## src/core/lofr_map.svh

```systemverilog
// Register indices, field positions and reset values of the LVDS format and routing block.
`ifndef LOFR_MAP_SVH
`define LOFR_MAP_SVH

`define LOFR_IDX_MODE        10'h010
`define LOFR_IDX_FORMAT      10'h018
`define LOFR_IDX_LEVEL       10'h019
`define LOFR_IDX_SWAP        10'h01A
`define LOFR_IDX_TRIM        10'h01B

`define LOFR_MODE_LSB        5
`define LOFR_CHA_LANE_EN_BIT 3
`define LOFR_CHB_LANE_EN_BIT 2
`define LOFR_CHA_LSB_BIT     1
`define LOFR_CHB_LSB_BIT     0
`define LOFR_CHA_CM_BIT      6
`define LOFR_CHB_CM_BIT      4
`define LOFR_CHA_SWING_LSB   2
`define LOFR_CHB_SWING_LSB   0
`define LOFR_SWAP_BIT        6
`define LOFR_CHA_TRIM_LSB    4
`define LOFR_CHB_TRIM_LSB    0

`define LOFR_MODE_DUAL       2'h0
`define LOFR_MODE_SINGLE     2'h1
`define LOFR_MODE_TWO_STREAM 2'h2

`define LOFR_RST_MODE        2'h1
`define LOFR_RST_FORMAT      4'h0
`define LOFR_RST_SWING       2'h1
`define LOFR_RST_TRIM        2'h0

`define LOFR_RESP_OKAY       2'h0
`define LOFR_RESP_SLVERR     2'h2

`endif

```

## src/core/lofr_pkg.sv

```systemverilog
// Types shared by the LVDS format and routing block.
package lofr_pkg;
    typedef struct packed {
        logic [7:0] red;
        logic [7:0] green;
        logic [7:0] blue;
    } lofr_pixel_s;

    typedef struct packed {
        logic        valid;
        logic [17:0] mainLanes;
        logic [5:0]  fourthLane;
    } lofr_lanes_s;
endpackage : lofr_pkg

```

## src/core/lofr_lane_mapper.sv

```systemverilog
// Splits one 24-bit pixel over the three main lanes and the fourth lane of a channel.
`timescale 1ns/1ps
`default_nettype none
module lofr_lane_mapper (
    input  wire logic                 lsbSelect,
    input  wire logic                 fourthLaneEnable,
    input  wire lofr_pkg::lofr_pixel_s pixel,
    output logic [17:0]               mainLanes,
    output logic [5:0]                fourthLane
);
    import lofr_pkg::*;

    wire [17:0] upperSix = {pixel.red[7:2], pixel.green[7:2], pixel.blue[7:2]};
    wire [17:0] lowerSix = {pixel.red[5:0], pixel.green[5:0], pixel.blue[5:0]};
    wire [5:0]  topPairs = {pixel.red[7:6], pixel.green[7:6], pixel.blue[7:6]};
    wire [5:0]  lowPairs = {pixel.red[1:0], pixel.green[1:0], pixel.blue[1:0]};

    // With the LSB format the main lanes keep the upper six bits, so a disabled
    // fourth lane leaves a clean 18bpp pixel with the two LSBs dropped.
    assign mainLanes  = lsbSelect ? upperSix : lowerSix;
    assign fourthLane = !fourthLaneEnable ? 6'h00 :
                        (lsbSelect ? lowPairs : topPairs);
endmodule : lofr_lane_mapper
`default_nettype wire

```

## src/core/lofr_top.sv

```systemverilog
// LVDS output format selection, 18bpp reduction, pixel routing and level registers.
// Behaviour
// - Channel A fourth lane carries colour MSB pairs when select is 0, LSB pairs when 1.
// - Channel B fourth lane carries colour MSB pairs when select is 0, LSB pairs when 1.
// - Select 1 with fourth lane off gives 18bpp output, dropping two LSBs per colour.
// - One common-mode bit per channel, reset 0; 0 means 1.2V, 1 means 0.9V.
// - Two-bit swing select per channel, A at 3:2, B at 1:0, both reset 01.
// - In dual mode swap 0 routes odd pixels to channel A; swap 1 routes them to B.
// - In two-stream mode swap crosses input streams onto the opposite LVDS channels.
// - Fourth lane enable 0 forces 18bpp with lane off; 1 enables 24bpp lane.
// - Mode 00 dual, 01 single at reset, 10 two streams, 11 reserved.
`include "lofr_map.svh"
`timescale 1ns/1ps
`default_nettype none
module lofr_top (
    input  wire logic                  clk,
    input  wire logic                  reset_n,
    input  wire logic [11:0]           s_axi_awaddr,
    input  wire logic                  s_axi_awvalid,
    output logic                       s_axi_awready,
    input  wire logic [31:0]           s_axi_wdata,
    input  wire logic [3:0]            s_axi_wstrb,
    input  wire logic                  s_axi_wvalid,
    output logic                       s_axi_wready,
    output logic [1:0]                 s_axi_bresp,
    output logic                       s_axi_bvalid,
    input  wire logic                  s_axi_bready,
    input  wire logic [11:0]           s_axi_araddr,
    input  wire logic                  s_axi_arvalid,
    output logic                       s_axi_arready,
    output logic [31:0]                s_axi_rdata,
    output logic [1:0]                 s_axi_rresp,
    output logic                       s_axi_rvalid,
    input  wire logic                  s_axi_rready,
    input  wire lofr_pkg::lofr_pixel_s inPixelA,
    input  wire logic                  inValidA,
    input  wire lofr_pkg::lofr_pixel_s inPixelB,
    input  wire logic                  inValidB,
    output lofr_pkg::lofr_lanes_s      outLanesA,
    output lofr_pkg::lofr_lanes_s      outLanesB,
    output logic                       cha_common_mode_select,
    output logic                       chb_common_mode_select,
    output logic [1:0]                 cha_swing_select,
    output logic [1:0]                 chb_swing_select,
    output logic [1:0]                 cha_common_mode_trim,
    output logic [1:0]                 chb_common_mode_trim
);
    import lofr_pkg::*;

    logic [1:0]  channelMode;
    logic [3:0]  formatBits;
    logic [7:0]  levelBits;
    logic        pixelSwap;
    logic [7:0]  trimBits;
    logic        awHeld;
    logic [9:0]  awIndex;
    logic        awAligned;
    logic        wHeld;
    logic [7:0]  wByte;
    logic        wLane0;

    // Register write path: address and data may arrive in either order.
    wire doWrite   = awHeld && wHeld && !s_axi_bvalid;
    wire wrMapped  = awAligned && (awIndex == `LOFR_IDX_MODE || awIndex == `LOFR_IDX_FORMAT ||
                     awIndex == `LOFR_IDX_LEVEL || awIndex == `LOFR_IDX_SWAP ||
                     awIndex == `LOFR_IDX_TRIM);
    wire wrEnable  = doWrite && wrMapped && wLane0;
    assign s_axi_awready = !awHeld && !s_axi_bvalid;
    assign s_axi_wready  = !wHeld && !s_axi_bvalid;

    always_ff @(posedge clk) begin
        if (!reset_n) begin
            awHeld    <= 1'b0;
            awIndex   <= 10'h000;
            awAligned <= 1'b0;
            wHeld     <= 1'b0;
            wByte     <= 8'h00;
            wLane0    <= 1'b0;
        end else begin
            if (s_axi_awvalid && s_axi_awready) begin
                awHeld    <= 1'b1;
                awIndex   <= s_axi_awaddr[11:2];
                awAligned <= (s_axi_awaddr[1:0] == 2'h0);
            end else if (doWrite) begin
                awHeld <= 1'b0;
            end
            if (s_axi_wvalid && s_axi_wready) begin
                wHeld  <= 1'b1;
                wByte  <= s_axi_wdata[7:0];
                wLane0 <= s_axi_wstrb[0];
            end else if (doWrite) begin
                wHeld <= 1'b0;
            end
        end
    end

    always_ff @(posedge clk) begin
        if (!reset_n) begin
            s_axi_bvalid <= 1'b0;
            s_axi_bresp  <= `LOFR_RESP_OKAY;
        end else if (doWrite) begin
            s_axi_bvalid <= 1'b1;
            s_axi_bresp  <= wrMapped ? `LOFR_RESP_OKAY : `LOFR_RESP_SLVERR;
        end else if (s_axi_bready) begin
            s_axi_bvalid <= 1'b0;
        end
    end

    // Reserved bits are never stored, so they read back as zero.
    always_ff @(posedge clk) begin
        if (!reset_n) begin
            channelMode <= `LOFR_RST_MODE;
            formatBits  <= `LOFR_RST_FORMAT;
            levelBits   <= {4'h0, `LOFR_RST_SWING, `LOFR_RST_SWING};
            pixelSwap   <= 1'b0;
            trimBits    <= {2'h0, `LOFR_RST_TRIM, 2'h0, `LOFR_RST_TRIM};
        end else if (wrEnable) begin
            case (awIndex)
                `LOFR_IDX_MODE:   channelMode <= wByte[`LOFR_MODE_LSB +: 2];
                `LOFR_IDX_FORMAT: formatBits  <= wByte[3:0];
                `LOFR_IDX_LEVEL:  levelBits   <= wByte & 8'h5F;
                `LOFR_IDX_SWAP:   pixelSwap   <= wByte[`LOFR_SWAP_BIT];
                `LOFR_IDX_TRIM:   trimBits    <= wByte & 8'h33;
                default:          trimBits    <= trimBits;
            endcase
        end
    end

    // Register read path.
    wire [9:0] rdIndex   = s_axi_araddr[11:2];
    wire       rdAligned = (s_axi_araddr[1:0] == 2'h0);
    wire [7:0] rdMode    = {1'b0, channelMode, 5'h00};
    wire [7:0] rdSwap    = {1'b0, pixelSwap, 6'h00};
    wire       rdHit     = rdAligned && (rdIndex == `LOFR_IDX_MODE ||
                           rdIndex == `LOFR_IDX_FORMAT || rdIndex == `LOFR_IDX_LEVEL ||
                           rdIndex == `LOFR_IDX_SWAP || rdIndex == `LOFR_IDX_TRIM);
    wire [7:0] rdByte    = !rdAligned ? 8'h00 :
                           (rdIndex == `LOFR_IDX_MODE)   ? rdMode :
                           (rdIndex == `LOFR_IDX_FORMAT) ? {4'h0, formatBits} :
                           (rdIndex == `LOFR_IDX_LEVEL)  ? levelBits :
                           (rdIndex == `LOFR_IDX_SWAP)   ? rdSwap :
                           (rdIndex == `LOFR_IDX_TRIM)   ? trimBits : 8'h00;
    assign s_axi_arready = !s_axi_rvalid;

    always_ff @(posedge clk) begin
        if (!reset_n) begin
            s_axi_rvalid <= 1'b0;
            s_axi_rdata  <= 32'h0000_0000;
            s_axi_rresp  <= `LOFR_RESP_OKAY;
        end else if (s_axi_arvalid && s_axi_arready) begin
            s_axi_rvalid <= 1'b1;
            s_axi_rdata  <= {24'h00_0000, rdByte};
            s_axi_rresp  <= rdHit ? `LOFR_RESP_OKAY : `LOFR_RESP_SLVERR;
        end else if (s_axi_rready) begin
            s_axi_rvalid <= 1'b0;
        end
    end

    // Field decode.
    wire cha_fourth_lane_enable = formatBits[`LOFR_CHA_LANE_EN_BIT];
    wire chb_fourth_lane_enable = formatBits[`LOFR_CHB_LANE_EN_BIT];
    wire cha_lsb_lane_select    = formatBits[`LOFR_CHA_LSB_BIT];
    wire chb_lsb_lane_select    = formatBits[`LOFR_CHB_LSB_BIT];
    assign cha_common_mode_select = levelBits[`LOFR_CHA_CM_BIT];
    assign chb_common_mode_select = levelBits[`LOFR_CHB_CM_BIT];
    assign cha_swing_select       = levelBits[`LOFR_CHA_SWING_LSB +: 2];
    assign chb_swing_select       = levelBits[`LOFR_CHB_SWING_LSB +: 2];
    // Trim is only stored; software must program it before lowering the common mode.
    assign cha_common_mode_trim   = trimBits[`LOFR_CHA_TRIM_LSB +: 2];
    assign chb_common_mode_trim   = trimBits[`LOFR_CHB_TRIM_LSB +: 2];

    // Routing. The reserved mode behaves like single channel so channel B stays idle.
    wire         bothInputs = (channelMode == `LOFR_MODE_DUAL) ||
                              (channelMode == `LOFR_MODE_TWO_STREAM);
    wire         crossed    = bothInputs && pixelSwap;
    lofr_pixel_s srcPixelA;
    lofr_pixel_s srcPixelB;
    assign srcPixelA = crossed ? inPixelB : inPixelA;
    assign srcPixelB = crossed ? inPixelA : inPixelB;
    wire srcValidA   = crossed ? inValidB : inValidA;
    wire srcValidB   = bothInputs && (crossed ? inValidA : inValidB);

    logic [17:0] mainA;
    logic [17:0] mainB;
    logic [5:0]  fourthA;
    logic [5:0]  fourthB;

    lofr_lane_mapper mapA (
        .lsbSelect        (cha_lsb_lane_select),
        .fourthLaneEnable (cha_fourth_lane_enable),
        .pixel            (srcPixelA),
        .mainLanes        (mainA),
        .fourthLane       (fourthA)
    );

    lofr_lane_mapper mapB (
        .lsbSelect        (chb_lsb_lane_select),
        .fourthLaneEnable (chb_fourth_lane_enable),
        .pixel            (srcPixelB),
        .mainLanes        (mainB),
        .fourthLane       (fourthB)
    );

    // One register stage; idle lanes are zeroed so the panel never sees stale data.
    always_ff @(posedge clk) begin
        if (!reset_n) begin
            outLanesA <= '0;
            outLanesB <= '0;
        end else begin
            outLanesA <= srcValidA ? {1'b1, mainA, fourthA} : '0;
            outLanesB <= srcValidB ? {1'b1, mainB, fourthB} : '0;
        end
    end
endmodule : lofr_top
`default_nettype wire

```

## config.mk

```make
export PLATFORM = sky130hd
export DESIGN_NAME = lofr_top
export DESIGN_NICKNAME = d
export VERILOG_FILES = /design/src/core/lofr_pkg.sv /design/src/core/lofr_lane_mapper.sv /design/src/core/lofr_top.sv
export VERILOG_INCLUDE_DIRS = /design/src /design/src/core
export SDC_FILE = /design/constraint.sdc
export NUM_CORES = 1
export LEC_CHECK = 0
export BUFFER_PORTS_ARGS = -buffer_cell sky130_fd_sc_hd__buf_2
export CAP_MARGIN = 25
export CORE_ASPECT_RATIO = 1.25
export CORE_UTILIZATION = 44
export CTS_BUF_LIST = sky130_fd_sc_hd__clkbuf_8
export CTS_CLUSTER_SIZE = 24
export DETAILED_ROUTE_END_ITERATION = 10
export PLACE_DENSITY = 0.8
export SKIP_CTS_REPAIR_TIMING = 1
export SLEW_MARGIN = 30
export SYNTH_ARGS = -nofsm -noshare
export SYNTH_HDL_FRONTEND = slang
export SYNTH_SLANG_ARGS = --single-unit
```

## constraint.sdc

```tcl
create_clock -name clk -period 4.8 [get_ports clk]
set_clock_uncertainty 0.1 [all_clocks]
set_input_delay 0.24 -clock clk [delete_from_list [all_inputs] [get_ports clk]]
set_output_delay 0.24 -clock clk [all_outputs]
set_load 0.01 [all_outputs]
```

==> impl_metrics.csv <==
group,metric,value,unit
cells_and_area,drive_gt1_frac,0.413,
drt,vias,3900,
pwr,switching_share,0.273,
die,initial_core_util,0.452,
worst_hold_path,holdPathStages,3,
sta,tns,0,ns
pwr,p_seq_frac,0.554,
global_route,grt_max_degree,45,
synthesis,synth_cell_types,41,
synthesis,synth-seq-area-share,0.413,
sta,max_freq,423,MHz
synthesis,yosys_warnings,0,
cells_and_area,fillers,905,
critical_path,end_kind,"flip-flop",
clock_tree,clk_pin_slew_worst_paths,0.11,ns
pwr,power.internal,1.12,mW
sta,relSlewSlack,0.463,
global_route,antenna_found_initial,1,
place,place_area,0.00558,sq mm
sta,slew_violations,0,
clock_tree,cts_tree,"yes",
synthesis,syn_area_per_cell,10.9,sq um
worst_hold_path,min_from,"s_axi_awaddr[11]",
pwr,p_comb_frac,0.118,
synthesis,synth_top_cell_area_share,0.413,
critical_path,arrival,2.53,ns
clock_tree,clkSinkCount,99,
critical_path,r2r_cells,5,
synthesis,postSynthCellCount,439,
sta,fin_crit_sh,0.492,
synthesis,synthArstFlopShare,0,
pwr,cellPowerDensity,268,mW/mm^2
critical_path,crit_path_max_fanout,15,
place,portBuffers,162,
sta,hold_slack,-0.00116,ns
clock_tree,clock-root-buffer,"clkbuf_8",
die,dieArea,0.0113,sq mm
die,die_y,119,um
die,rows,42,
global_route,grt_pass1_wl,18100,um
drt,ant_nets,0,
place,hpwl,8680,um
global_route,grt_overflow,0,
worst_hold_path,hold_path_class,"in2reg",
sta,rsz0062_at_grt,"false",
critical_path,cp_data_required_time,4.97,ns
status,violations,"hold timing",
sta,tightest_slew,0.803,ns
pwr,pwr-share-clk,0.328,
critical_path,startpoint_type,"flip-flop",
global_route,grt_pass1_vias,3698,
clock_tree,h-tree-depth,3,
drt,wl,11500,um
synthesis,synth_top_cell_by_area,"dfxtp_1",
global_route,grt_usage,0.207,
synthesis,ys_ff_latch,99,
drt,drc,0,
synthesis,syn_area,0.00480,sq mm
die,fp.dieW,95.4,um
pwr,ir_drop,0.000155,V
sta,setup_viol,0,
synthesis,synth_edf_count,0,
die,core,0.0106,sq mm
sta,finalHoldViolCount,1,
critical_path,r2r_start,"pixelSwap",
clock_tree,clock_latency,0.36,ns
drt,wl_per_cell,15.9,um
cells_and_area,final_area,0.00577,sq mm
critical_path,rrSetupSlack,2.44,ns
pwr,switchingPower,422,uW
drt,drt_pass1_iterations,4,
clock_tree,cts_buffers,9,
drt,avgViaCountPerCell,5.40,
sta,period_minus_slack,2.36,ns
critical_path,r2r_end,"outLanesB[4]",
die,ios,218,
synthesis,ys_top_cells_by_area,"dfxtp_1 (41%), mux4_2 (23%), nand2_1 (5.3%)",
cells_and_area,syn_to_final_growth,20.2,%
status,outcome,"complete, but fails checks",
job,cap_viol_max_count,0,
pwr,power_leakage,2.57,nW
cells_and_area,nNetsFinal,701,
clock_tree,cts_buffer_depth,2,
cells_and_area,multi_input_area,0.00255,sq mm
cells_and_area,seqCellArea,0.00198,sq mm
drt,drt_iter0_drc,136,
worst_hold_path,whs_endpoint,"awIndex[9]",
critical_path,worstSetupPathType,"reg2reg",
synthesis,synth-main-ff-cell,"dfxtp_1",
place,gp_congestion,0.820,
==> through the flow <==
stage | utilization | worst slack, ns | hold slack, ns | cells | power, mW
3_5_place_dp | 0.525 | 2.26 | 0.331 | 704 | 1.05
5_1_grt | 0.543 | 2.28 | 0.00620 | 721 | 1.61
2_1_floorplan | - | 3.04 | 0.239 | 465 | 0.991
4_1_cts | 0.542 | 2.40 | -0.0716 | 720 | 1.55
6_report | 0.543 | 2.44 | -0.00116 | 722 | 1.54
3_3_place_gp | 0.522 | 1.94 | 0.325 | 703 | 1.05
==> power groups by stage <==
stage / combinational, mW / clock [mW] / sequential (mW)
6_report: 0.182 / 0.507 / 0.856
5_1_grt: 0.201 / 0.547 / 0.859
4_1_cts: 0.181 / 0.515 / 0.856
3_5_place_dp: 0.180 / 0 / 0.875
3_3_place_gp: 0.172 / 0 / 0.874
2_1_floorplan: 0.115 / 0 / 0.875
==> Yosys cell counts, types with 2 or more instances <==
cell type and count:
a21oi_1 27, a22oi_1 2, and2_1 21, and3_1 30, and4_1 2, buf_2 5
buf_4 27, buf_6 5, clkbuf_1 21, dfxtp_1 99, inv_1 6, mux2_2 3
mux2i_1 18, mux4_2 48, nand2_1 68, nand3_1 2, nand4_1 3, nor2_1 12
nor2b_1 2, nor3_1 3, nor3b_1 2, nor4b_1 2, o21ai_0 8, o31ai_1 4
or3_1 3
==> how the worst max path moves through the flow <==
stage / from / endpoint / slack [ns] / cells after the start
after floorplan: pixelSwap / outLanesA[0] / 3.04 / 5
after global placement: reset_n / outLanesB[1] / 1.94 / 5
final: pixelSwap / outLanesB[4] / 2.44 / 5
after CTS: pixelSwap / outLanesB[4] / 2.40 / 5
after detailed placement: reset_n / outLanesB[4] / 2.26 / 5
after global routing: pixelSwap / outLanesB[4] / 2.28 / 5
==> cell usage in the layout, fill, tap and decap left out, types with 4 or more instances in the layout <==
cell type	instances
a21oi_1	27
and2_1	21
and3_1	30
buf_2	162
clkbuf_8	9
conb_1	27
dfxtp_1	97
inv_1	5
mux2i_1	18
mux4_2	48
nand2_1	68
nor2_1	12
o21ai_0	8
o31ai_1	4
==> cell type report <==
cell class	count	share of cell area
timing repair buffer	166	0.150
sequential	99	0.344
inverter	6	0.00390
multi-input combinational	302	0.442
tap	132	0.0286
clock inverter	7	0.00998
antenna	1	0.000434
clock buffer	9	0.0215
==> per-layer routing <==
layer,up-vias,global-route usage,part of all wire
met4,0,0.0793,0.021
met1,1837,0.239,0.38
met5,-,0,0
met3,18,0.0431,0.096
met2,220,0.365,0.50
li1,1825,-,-
==> critical path: stages, from the launching register on <==
cell,delay [ns]
dfxtp_1,0.46
nor2b_4,0.55
buf_16,0.24
buf_4,0.21
mux4_2,0.51
and3_1,0.19
==> sequential cells by signal, indices dropped and copies added (netlist names) <==
register / flops
s_axi_rvalid: 1
s_axi_bresp: 1
outLanesA: 25
outLanesB: 25
s_axi_rdata: 7
wHeld: 1
pixelSwap: 1
wByte: 7
awHeld: 1
channelMode: 2
formatBits: 4
s_axi_rresp: 1
awAligned: 1
s_axi_bvalid: 1
trimBits: 4
wLane0: 1
awIndex: 10
levelBits: 6
==> kinds of logic after synthesis <==
group / count (synthesis) / synth area share
multiplexers: 70 / 0.273
buffers and inverters: 64 / 0.0803
other: 1 / 0.000782
AO/OA/AOI/OAI: 46 / 0.0540
flip-flops: 99 / 0.413
AND/OR/NAND/NOR: 159 / 0.179
Note: power is estimated with default switching activity, not from simulation.
